[config.mk]
export PLATFORM = sky130hd
export DESIGN_NAME = pxa_regs
export DESIGN_NICKNAME = d
export VERILOG_FILES = /design/src/core/pxa_pkg.sv /design/src/core/pxa_wreg.sv /design/src/core/pxa_alpha.sv /design/src/core/pxa_regs.sv
export SDC_FILE = /design/constraint.sdc
export NUM_CORES = 1
export LEC_CHECK = 0
export BUFFER_PORTS_ARGS = -buffer_cell sky130_fd_sc_hd__buf_4
export CAP_MARGIN = 5
export CORE_ASPECT_RATIO = 0.5
export CORE_MARGIN = 1
export CORE_UTILIZATION = 50
export CTS_BUF_LIST = sky130_fd_sc_hd__clkbuf_16
export CTS_CLUSTER_DIAMETER = 80
export DETAILED_ROUTE_END_ITERATION = 16
export GPL_ROUTABILITY_DRIVEN = 0
export GPL_TIMING_DRIVEN = 0
export MAX_ROUTING_LAYER = met4
export PLACE_DENSITY_LB_ADDON = 0.05
export SLEW_MARGIN = 20
export SYNTH_ARGS = -nofsm -noshare
export SYNTH_HDL_FRONTEND = slang
export SYNTH_SLANG_ARGS = --single-unit
[constraint.sdc]
create_clock -name pclk -period 12.6 [get_ports pclk]
set_input_delay 2.52 -clock pclk [delete_from_list [all_inputs] [get_ports pclk]]
set_output_delay 2.52 -clock pclk [all_outputs]
set_load 0.01 [all_outputs]
[src/core/pxa_pkg.sv]
// pxa_pkg: register map, field layout and encodings of the pixel
// accelerator flag/source register slice.
// assumes: an APB slave decoding an 8-bit byte offset, 32-bit data.
package pxa_pkg;

  // address decode width and register byte offsets
  localparam int PXA_AW = 8;
  localparam logic [PXA_AW-1:0] OFF_FLAG = 8'h04;
  localparam logic [PXA_AW-1:0] OFF_CLR = 8'h08;
  localparam logic [PXA_AW-1:0] OFF_FG_BASE = 8'h0c;
  localparam logic [PXA_AW-1:0] OFF_FG_GAP = 8'h10;
  localparam logic [PXA_AW-1:0] OFF_BG_BASE = 8'h14;
  localparam logic [PXA_AW-1:0] OFF_BG_GAP = 8'h18;
  localparam logic [PXA_AW-1:0] OFF_FG_PCTL = 8'h1c;

  // every register of the slice resets to zero
  localparam logic [31:0] REG_RESET = 32'h0000_0000;

  // flag / clear bit positions
  localparam int NFLAGS = 6;
  localparam int BIT_BAD_CFG = 5;
  localparam int BIT_LUT_DONE = 4;
  localparam int BIT_LUT_CONF = 3;
  localparam int BIT_LINE_MARK = 2;
  localparam int BIT_XFER_DONE = 1;
  localparam int BIT_BUS_ERR = 0;

  // foreground pixel control field positions
  localparam int PCTL_ALPHA_LSB = 24;
  localparam int PCTL_MODE_LSB = 16;
  localparam int PCTL_CNT_LSB = 8;
  localparam int PCTL_LLEN_BIT = 5;
  localparam int PCTL_LPF_BIT = 4;
  localparam int PCTL_FMT_LSB = 0;

  // writable bit masks; reserved bits are never stored
  localparam logic [31:0] GAP_MASK = 32'h0000_3fff;
  localparam logic [31:0] PCTL_XFER_LOCKED = 32'hff03_000f;
  localparam logic [31:0] PCTL_LUT_LOCKED = 32'h0000_ff10;

  // pixel formats
  localparam logic [3:0] FMT_ARGB8888 = 4'h0;
  localparam logic [3:0] FMT_RGB888 = 4'h1;
  localparam logic [3:0] FMT_RGB565 = 4'h2;
  localparam logic [3:0] FMT_ARGB1555 = 4'h3;
  localparam logic [3:0] FMT_ARGB4444 = 4'h4;
  localparam logic [3:0] FMT_L8 = 4'h5;
  localparam logic [3:0] FMT_AL44 = 4'h6;
  localparam logic [3:0] FMT_AL88 = 4'h7;
  localparam logic [3:0] FMT_L4 = 4'h8;
  localparam logic [3:0] FMT_A8 = 4'h9;
  localparam logic [3:0] FMT_A4 = 4'ha;

  // foreground alpha modes
  localparam logic [1:0] AM_KEEP = 2'h0;
  localparam logic [1:0] AM_PREDEF = 2'h1;
  localparam logic [1:0] AM_SCALE = 2'h2;

  // pixel conversion modes of the transfer
  localparam logic [1:0] PC_COPY = 2'h0;
  localparam logic [1:0] PC_CONV = 2'h1;
  localparam logic [1:0] PC_BLEND = 2'h2;
  localparam logic [1:0] PC_FILL = 2'h3;

  // rounding term of the divide by 255
  localparam logic [15:0] DIV_ROUND = 16'h0080;

endpackage : pxa_pkg

[src/core/pxa_wreg.sv]
// pxa_wreg: one 32-bit software register with byte strobes.
// assumes: wr is a one-cycle APB write pulse; wmask picks the bits that
// this write may change (reserved and locked bits stay put).
`timescale 1ns/1ps
module pxa_wreg
  import pxa_pkg::*;
(
  input wire logic pclk,
  input wire logic presetn,
  input wire logic wr,
  input wire logic [3:0] strb,
  input wire logic [31:0] wdata,
  input wire logic [31:0] wmask,
  output logic [31:0] q
);

  logic [31:0] merged; // write data over kept bits
  logic [31:0] reg_d; // next value, per byte lane

  assign merged = (wdata & wmask) | (q & ~wmask);

  // byte lanes: an unstrobed lane keeps its old value
  for (genvar i = 0; i < 4; i++) begin : g_lane
    assign reg_d[8*i +: 8] = (wr && strb[i]) ? merged[8*i +: 8] : q[8*i +: 8];
  end

  // storage
  always_ff @(posedge pclk or negedge presetn) begin
    if (!presetn) begin
      q <= REG_RESET;
    end else begin
      q <= reg_d;
    end
  end

endmodule : pxa_wreg

[src/core/pxa_alpha.sv]
// pxa_alpha: foreground alpha selection per the alpha mode.
// assumes: fetched alpha arrives from the datapath, one pixel a cycle.
`timescale 1ns/1ps
module pxa_alpha
  import pxa_pkg::*;
(
  input wire logic pclk,
  input wire logic presetn,
  input wire logic [1:0] mode,
  input wire logic [7:0] predef,
  input wire logic [7:0] fetched,
  output logic [7:0] alpha_q
);

  logic [15:0] prod; // predefined times fetched
  logic [15:0] prod_r; // rounded product
  logic [15:0] scaled; // exact rounded divide by 255
  logic [7:0] alpha_d;

  assign prod = {8'h00, predef} * {8'h00, fetched};
  assign prod_r = prod + DIV_ROUND;
  // x/255 without a divider: (p + (p >> 8)) >> 8
  assign scaled = (prod_r + (prod_r >> 8)) >> 8;

  // mode select; reserved code falls back to fetched alpha
  assign alpha_d = (mode == AM_PREDEF) ? predef :
                   (mode == AM_SCALE) ? scaled[7:0] : fetched;

  always_ff @(posedge pclk or negedge presetn) begin
    if (!presetn) begin
      alpha_q <= 8'h00;
    end else begin
      alpha_q <= alpha_d;
    end
  end

endmodule : pxa_alpha

[src/core/pxa_regs.sv]
// pxa_regs: flag, clear, source address/gap and foreground pixel
// control registers of the pixel accelerator, on an APB4 slave.
// assumes: control register, datapath and lut engine sit outside and
// trade levels and one-cycle event pulses with this slice.
//
// Overview of operation
// - flag bad configuration at bit 5
// - flag lut load done at bit 4
// - flag forbidden lut access at bit 3
// - flag line mark reached at bit 2
// - flag transfer complete at bit 1
// - flag bus access error at bit 0
// - write one clears flag, clear self-clears
// - byte, half-word and word writes accepted
// - foreground base alignment checked at enable
// - background base alignment checked at enable
// - odd foreground gap bad for 4-bit formats
// - odd background gap bad for 4-bit formats
// - source fields locked while transfer enabled
// - alpha mode keeps, replaces or scales alpha
// - lut count is field plus one, locked
// - software sets lut load, hardware clears
// - lut load ends on stop, done, error
// - lut load refused during transfer/other load
// - four-bit pixel format code decoded
// - transfer start raises config error abort
// - interrupt when flag and enable both set
//
// Decided for this implementation: the APB register port.
`timescale 1ns/1ps
module pxa_regs
  import pxa_pkg::*;
(
  // apb4 slave
  input wire logic pclk,
  input wire logic presetn,
  input wire logic psel,
  input wire logic penable,
  input wire logic pwrite,
  input wire logic [PXA_AW-1:0] paddr,
  input wire logic [3:0] pstrb,
  input wire logic [31:0] pwdata,
  output logic [31:0] prdata,
  output logic pready,
  output logic pslverr,
  // levels from the control register and rest of the unit
  input wire logic transfer_enable_bit,
  input wire logic transfer_stop_bit,
  input wire logic bg_lut_load_enable,
  input wire logic [1:0] pixel_conv_mode,
  input wire logic [3:0] bg_pixel_format,
  input wire logic [NFLAGS-1:0] irq_enable,
  input wire logic ext_bad_config,
  // event pulses from the datapath
  input wire logic fg_lut_done,
  input wire logic bg_lut_done,
  input wire logic line_mark_hit,
  input wire logic transfer_done,
  input wire logic bus_access_error,
  input wire logic fg_lut_sw_access,
  input wire logic bg_lut_sw_access,
  input wire logic [7:0] fg_fetched_alpha,
  // towards the datapath
  output logic [NFLAGS-1:0] flag_status,
  output logic irq,
  output logic config_error,
  output logic lut_conflict,
  output logic [31:0] fg_base_address,
  output logic [13:0] fg_line_gap_pixels,
  output logic [31:0] bg_base_address,
  output logic [13:0] bg_line_gap_pixels,
  output logic [7:0] fg_predefined_alpha,
  output logic [1:0] fg_alpha_mode,
  output logic [8:0] fg_lut_entry_count,
  output logic fg_lut_load_enable,
  output logic fg_lut_pixel_format,
  output logic [3:0] fg_pixel_format,
  output logic [7:0] fg_alpha
);

  // ---------------------------------------------------------------
  // format checks
  // ---------------------------------------------------------------

  // true when a format/base/gap triple breaks a layout constraint
  function automatic logic layout_bad(input logic [3:0] fmt,
                                      input logic [31:0] addr,
                                      input logic [13:0] gap);
    logic w32;
    logic w16;
    logic nib;
    w32 = (fmt == FMT_ARGB8888);
    w16 = (fmt == FMT_RGB565) || (fmt == FMT_ARGB1555) ||
          (fmt == FMT_ARGB4444) || (fmt == FMT_AL88);
    nib = (fmt == FMT_L4) || (fmt == FMT_A4);
    // a reserved format code can never be fetched either
    return (w32 && (addr[1:0] != 2'b00)) || (w16 && addr[0]) ||
           (nib && gap[0]) || (fmt > FMT_A4);
  endfunction : layout_bad

  // formats that index a lut
  function automatic logic indirect(input logic [3:0] fmt);
    return (fmt == FMT_L8) || (fmt == FMT_AL44) ||
           (fmt == FMT_AL88) || (fmt == FMT_L4);
  endfunction : indirect

  // ---------------------------------------------------------------
  // apb decode
  // ---------------------------------------------------------------

  wire setup_rd = psel && !penable && !pwrite; // read data captured here
  wire access = psel && penable; // zero wait state access
  wire hit_flag = (paddr == OFF_FLAG);
  wire hit_clr = (paddr == OFF_CLR);
  wire hit_fgb = (paddr == OFF_FG_BASE);
  wire hit_fgg = (paddr == OFF_FG_GAP);
  wire hit_bgb = (paddr == OFF_BG_BASE);
  wire hit_bgg = (paddr == OFF_BG_GAP);
  wire hit_pctl = (paddr == OFF_FG_PCTL);
  wire hit_any = hit_flag || hit_clr || hit_fgb || hit_fgg ||
                 hit_bgb || hit_bgg || hit_pctl;
  wire wr_acc = access && pwrite && hit_any;
  wire wr_clr = wr_acc && hit_clr;
  wire wr_pctl = wr_acc && hit_pctl;

  // always ready; unmapped offsets answer with an error
  assign pready = 1'b1;
  assign pslverr = access && !hit_any;

  // ---------------------------------------------------------------
  // state
  // ---------------------------------------------------------------

  logic [NFLAGS-1:0] flag_q; // sticky event flags
  logic [NFLAGS-1:0] flag_d;
  logic [NFLAGS-1:0] clr_q; // pending clear strobes
  logic [NFLAGS-1:0] clr_d;
  logic llen_q; // foreground lut load enable
  logic llen_d;
  logic llen_was_q; // last cycle's load enable, for start edge
  logic ten_was_q; // last cycle's transfer enable, for start edge
  logic cfg_err_q; // registered abort pulse
  logic [31:0] prdata_q; // captured read word
  logic [31:0] fgb_q;
  logic [31:0] fgg_q;
  logic [31:0] bgb_q;
  logic [31:0] bgg_q;
  logic [31:0] pctl_q; // load enable bit kept apart in llen_q

  // ---------------------------------------------------------------
  // software registers
  // ---------------------------------------------------------------

  // source fields freeze while a transfer runs
  wire [31:0] src_mask = transfer_enable_bit ? 32'h0000_0000 : 32'hffff_ffff;
  // lut count and lut format freeze while the lut loads
  wire [31:0] lut_mask = llen_q ? 32'h0000_0000 : PCTL_LUT_LOCKED;
  wire [31:0] pctl_mask = (PCTL_XFER_LOCKED & src_mask) | lut_mask;

  // byte-lane writes on all plain registers
  pxa_wreg u_fgb (
    .pclk(pclk),
    .presetn(presetn),
    .wr(wr_acc && hit_fgb),
    .strb(pstrb),
    .wdata(pwdata),
    .wmask(src_mask),
    .q(fgb_q)
  );

  pxa_wreg u_fgg (
    .pclk(pclk),
    .presetn(presetn),
    .wr(wr_acc && hit_fgg),
    .strb(pstrb),
    .wdata(pwdata),
    .wmask(GAP_MASK & src_mask),
    .q(fgg_q)
  );

  pxa_wreg u_bgb (
    .pclk(pclk),
    .presetn(presetn),
    .wr(wr_acc && hit_bgb),
    .strb(pstrb),
    .wdata(pwdata),
    .wmask(src_mask),
    .q(bgb_q)
  );

  pxa_wreg u_bgg (
    .pclk(pclk),
    .presetn(presetn),
    .wr(wr_acc && hit_bgg),
    .strb(pstrb),
    .wdata(pwdata),
    .wmask(GAP_MASK & src_mask),
    .q(bgg_q)
  );

  // pixel control: reserved bits and load enable never stored here
  pxa_wreg u_pctl (
    .pclk(pclk),
    .presetn(presetn),
    .wr(wr_pctl),
    .strb(pstrb),
    .wdata(pwdata),
    .wmask(pctl_mask),
    .q(pctl_q)
  );

  // ---------------------------------------------------------------
  // configuration check at start
  // ---------------------------------------------------------------

  wire ten_start = transfer_enable_bit && !ten_was_q;
  wire llen_start = llen_q && !llen_was_q;
  // fill mode fetches no source; only blending reads background
  wire use_fg = (pixel_conv_mode != PC_FILL);
  wire use_bg = (pixel_conv_mode == PC_BLEND);
  wire fg_bad = use_fg && layout_bad(pctl_q[PCTL_FMT_LSB +: 4], fgb_q,
                                     fgg_q[13:0]);
  wire bg_bad = use_bg && layout_bad(bg_pixel_format, bgb_q,
                                     bgg_q[13:0]);
  wire xfer_bad = ten_start && (fg_bad || bg_bad || ext_bad_config);
  wire load_bad = llen_start && ext_bad_config;
  wire bad_cfg_evt = xfer_bad || load_bad;

  // ---------------------------------------------------------------
  // lut access conflicts
  // ---------------------------------------------------------------

  wire conv_or_blend = (pixel_conv_mode == PC_CONV) || use_bg;
  wire fg_busy = llen_q || (transfer_enable_bit && conv_or_blend &&
                 indirect(pctl_q[PCTL_FMT_LSB +: 4]));
  wire bg_busy = bg_lut_load_enable || (transfer_enable_bit && use_bg &&
                 indirect(bg_pixel_format));
  // the caller drops the access while this is high
  assign lut_conflict = (fg_lut_sw_access && fg_busy) ||
                        (bg_lut_sw_access && bg_busy);

  // ---------------------------------------------------------------
  // flags and clears
  // ---------------------------------------------------------------

  wire [NFLAGS-1:0] evt;
  assign evt[BIT_BAD_CFG] = bad_cfg_evt;
  assign evt[BIT_LUT_DONE] = fg_lut_done || bg_lut_done;
  assign evt[BIT_LUT_CONF] = lut_conflict;
  assign evt[BIT_LINE_MARK] = line_mark_hit;
  assign evt[BIT_XFER_DONE] = transfer_done;
  assign evt[BIT_BUS_ERR] = bus_access_error;

  // ones in the low lane request clears; zeros do nothing
  assign clr_d = (wr_clr && pstrb[0]) ? pwdata[NFLAGS-1:0] : '0;
  // a new event in the clear cycle survives: set beats clear
  assign flag_d = (flag_q & ~clr_q) | evt;

  // ---------------------------------------------------------------
  // foreground lut load enable
  // ---------------------------------------------------------------

  // only a written one starts it; a written zero is ignored
  wire llen_set = wr_pctl && pstrb[0] && pwdata[PCTL_LLEN_BIT];
  wire llen_end = transfer_stop_bit || fg_lut_done || bad_cfg_evt ||
                  bus_access_error;
  // never alongside a transfer or background load
  wire llen_busy = transfer_enable_bit || bg_lut_load_enable;
  assign llen_d = (llen_end || llen_busy) ? 1'b0 : (llen_q || llen_set);

  // ---------------------------------------------------------------
  // read mux
  // ---------------------------------------------------------------

  // clear register is write-only: its read is zero
  wire [31:0] pctl_rd = pctl_q | ({31'h0, llen_q} << PCTL_LLEN_BIT);
  wire [31:0] rd_word = hit_flag ? {26'h0, flag_q} :
                        hit_fgb ? fgb_q :
                        hit_fgg ? fgg_q :
                        hit_bgb ? bgb_q :
                        hit_bgg ? bgg_q :
                        hit_pctl ? pctl_rd : 32'h0000_0000;

  // ---------------------------------------------------------------
  // sequential state
  // ---------------------------------------------------------------

  // flags and their clear strobes
  always_ff @(posedge pclk or negedge presetn) begin
    if (!presetn) begin
      flag_q <= '0;
      clr_q <= '0;
    end else begin
      flag_q <= flag_d;
      clr_q <= clr_d;
    end
  end

  // lut load enable and start-edge history
  always_ff @(posedge pclk or negedge presetn) begin
    if (!presetn) begin
      llen_q <= 1'b0;
      llen_was_q <= 1'b0;
      ten_was_q <= 1'b0;
    end else begin
      llen_q <= llen_d;
      llen_was_q <= llen_q;
      ten_was_q <= transfer_enable_bit;
    end
  end

  // abort pulse lets the control register drop the transfer enable
  always_ff @(posedge pclk or negedge presetn) begin
    if (!presetn) begin
      cfg_err_q <= 1'b0;
    end else begin
      cfg_err_q <= bad_cfg_evt;
    end
  end

  // read data taken in the setup phase, held through access
  always_ff @(posedge pclk or negedge presetn) begin
    if (!presetn) begin
      prdata_q <= REG_RESET;
    end else if (setup_rd) begin
      prdata_q <= rd_word;
    end
  end

  // ---------------------------------------------------------------
  // alpha path
  // ---------------------------------------------------------------

  pxa_alpha u_alpha (
    .pclk(pclk),
    .presetn(presetn),
    .mode(pctl_q[PCTL_MODE_LSB +: 2]),
    .predef(pctl_q[PCTL_ALPHA_LSB +: 8]),
    .fetched(fg_fetched_alpha),
    .alpha_q(fg_alpha)
  );

  // ---------------------------------------------------------------
  // outputs
  // ---------------------------------------------------------------

  assign prdata = prdata_q;
  assign flag_status = flag_q;
  // one interrupt line for six gated flags
  assign irq = |(flag_q & irq_enable);
  assign config_error = cfg_err_q;
  assign fg_base_address = fgb_q;
  assign fg_line_gap_pixels = fgg_q[13:0];
  assign bg_base_address = bgb_q;
  assign bg_line_gap_pixels = bgg_q[13:0];
  assign fg_predefined_alpha = pctl_q[PCTL_ALPHA_LSB +: 8];
  assign fg_alpha_mode = pctl_q[PCTL_MODE_LSB +: 2];
  assign fg_lut_entry_count = {1'b0, pctl_q[PCTL_CNT_LSB +: 8]} + 9'h001;
  assign fg_lut_load_enable = llen_q;
  assign fg_lut_pixel_format = pctl_q[PCTL_LPF_BIT];
  assign fg_pixel_format = pctl_q[PCTL_FMT_LSB +: 4];

endmodule : pxa_regs

==> flow_summary.yaml <==
floorplan:
  design.core.area_sq_um: 20000
  top_level_ports: 248
  die_area_sq_um: 21600
  rows: 36
  dieHeight_microns: 104
  start_util_pct: 52.3
  die_w_microns: 207
worst_setup_path:
  r2r_cells: 22
  r2r_end: "u_alpha.alpha_q[1]"
  cp-start-kind: "primary input"
  crit_required_ns: 12.91
  cp.arrival_ns: 8.20
  path_max_fanout: 10
  rrSetupSlack_ns: 6.23
  endpoint_kind: "flop"
  crit_type: "in -> reg"
logic_synthesis:
  yosysTopAreaCell: "dfrtp_1"
  synth.top_cell.area_share_pct: 40.9
  synth_cells: 1004
  yosysWarnings: 0
  synthMuxAreaShare_pct: 11.7
  synth_common_cells: "171 x dfrtp_1, 102 x mux2_2, 93 x nand2_1"
  avgSynthCellArea_sq_um: 10.4
  synth-xor-area-share_pct: 1.22
  synth-adder-area-share_pct: 12.8
  synth_cell_types: 77
  synth-seq-cells: 171
  synth-main-ff-cell: "dfrtp_1"
  synth_edf_count: 0
  synthArstFlopShare_pct: 100
  synth-compound-area-share_pct: 13.3
  synth_top_family_by_area: "simple AND/OR/NAND/NOR gates"
  post_synth_instance_area_sq_um: 10500
  syn_nets: 1169
  synthSimpleGateAreaFrac_pct: 14.7
  ys_seq_area_share_pct: 40.9
  yosysMostFrequentCell: "dfrtp_1"
  ys_top_cells_by_area: "dfrtp_1 41%, mux2_2 11%, fa_1 7.1%"
clock_network:
  cts_buffers: 17
  cts_hold_repair.buffers: 0
  cts_tree: "built"
  clk_pin_slew_ns: 0.07
  cts_setup_buffers: 0
  clock_path_buffers: 2
  worstSkewPairLatency_ns: 0.43
  cts_resized: 0
  cts-root-buf: "clkbuf_16"
  htreeDepth: 4
  clock-sinks: 171
global_route:
  overflow: 0
  grt_pass1_vias: 8963
  antenna_found_initial: 0
  grt_max_degree: 92
  grt_pass1_wl_microns: 49000
  grt_use_total_pct: 30.6
timing:
  timing.hold.ws_ns: 0.422
  period_share_pct: 62.6
  final.min_clock_period_ns: 7.89
  slew_headroom_pct: 42.9
  grt_setup_unrepaired: "no"
  fin_skew_ns: 0.00699
  setup_viol: 0
  slew_violations: 0
  tns_ns: 0
  max_freq_mhz: 127
  hold_viol: 0
  worst_pin_slew_ns: 0.856
layout:
  antenna_cells: 0
  fin_nets: 1433
  syn2layout_area_growth_pct: 26.2
  multi_input_area_sq_um: 5630
  layout-drive-gt1-share_pct: 33.4
  nFillCells: 1627
  ff_latch_area_sq_um: 4280
placement:
  port_buffers: 244
  dpl.hpwl_microns: 23400
outcome:
  violations: "DRC"
  outcome: "finished with violations"
route:
  postRouteAntennaNets: 0
  vias: 8652
  detail_route.iter0.violations: 560
  avgViaCountPerCell: 5.60
  wl_per_cell_microns: 20.0
  routed_wl_microns: 30900
  drc: 6
  dr.pass1.iters: 13
hold_path:
  holdCritPathClass: "reg -> reg"
  hold_path_end: "flag_status[4]"
  hp-start: "clr_q[4]"
  hold_depth: 1
power_and_ir_drop:
  power_leakage_nw: 6.75
  power_density_nw_per_um2: 88.3
  ir_drop_mv: 0.0974
run:
  maxCapViolCount: 0
## layout make-up
cell class | count | area share, %
clock inverter | 14 | 0.918
buffer | 58 | 2.15
inverter | 74 | 2.10
multi-input combinational | 701 | 42.6
tap | 266 | 2.52
sequential | 171 | 32.4
timing repair buffer | 245 | 14.1
clock buffer | 17 | 3.22
## routing by layer
metal  global-route usage, %  part of all wire [%]
met1                    39.8                    44
met2                    48.3                    48
met3                    7.05                   5.8
met4                    7.93                   1.9
met5                       -                     0
## worst max-delay path: stages
cell and delay [ns]:
clkbuf_1 0.38, and2_1 0.22, fa_1 0.43, fa_1 0.46, fa_1 0.49, inv_1 0.05
fa_1 0.49, inv_1 0.04, ha_1 0.29, buf_4 0.16, inv_1 0.06, or4_1 0.51
nand3_2 0.16, ha_1 0.24, and3_1 0.16, o21ai_0 0.10, o21bai_1 0.09, a211oi_1 0.35
o21bai_1 0.14, a31oi_1 0.44, nor4_1 0.10, o31a_1 0.32
## cells in the final DEF, fill, tap and decap left out, drive strengths merged, types with 12 or more instances in the layout
cell type,count
nand2,98
buf,266
nor2b,13
o21ai,48
fa,37
inv,79
a221oi,12
dfrtp,171
o31ai,12
nor2,55
clkbuf,54
a31oi,18
mux2,102
a22oi,17
a21oi,23
ha,48
and2,50
nor3,17
nand3,12
## power by group
part | total [mW] | internal (mW) | switching [mW]
clock network | 0.504 | 0.272 | 0.232
registers | 0.565 | 0.560 | 0.00593
logic | 0.0970 | 0.0419 | 0.0550
total | 1.17 | 0.874 | 0.293
## cell families after synthesis
family,count (synthesis)
multiplexers,110
other,1
adder cells (fa/ha/maj),85
flip-flops,171
AND/OR/NAND/NOR,295
XOR/XNOR,13
buffers and inverters,132
AO/OA/AOI/OAI,197
## metrics by stage
step | cells | instance area (sq um) | power (mW) | utilization, % | setup WS, ns
after detailed placement | 1515 | 12700 | 0.673 | 63.3 | 4.30
after global routing | 1546 | 13200 | 1.21 | 66.1 | 4.34
final | 1546 | 13200 | 1.17 | 66.1 | 4.71
after floorplan | 1004 | 10500 | 0.605 | - | 4.93
after global placement | 1514 | 12600 | 0.669 | 63.2 | 4.33
after CTS | 1546 | 13200 | 1.17 | 66.1 | 4.69
## how the worst max path moves through the flow
stage	from	end	slack, ns	depth (start not counted)
finish	fg_fetched_alpha[7]	u_alpha.alpha_q[1]	4.71	22
global route	fg_fetched_alpha[6]	u_alpha.alpha_q[6]	4.34	22
CTS	fg_fetched_alpha[6]	u_alpha.alpha_q[6]	4.69	22
detailed placement	fg_fetched_alpha[6]	u_alpha.alpha_q[6]	4.30	22
global placement	fg_fetched_alpha[6]	u_alpha.alpha_q[6]	4.33	22
floorplan	fg_fetched_alpha[6]	u_alpha.alpha_q[6]	4.93	22
(Power assumes the default switching activity.)
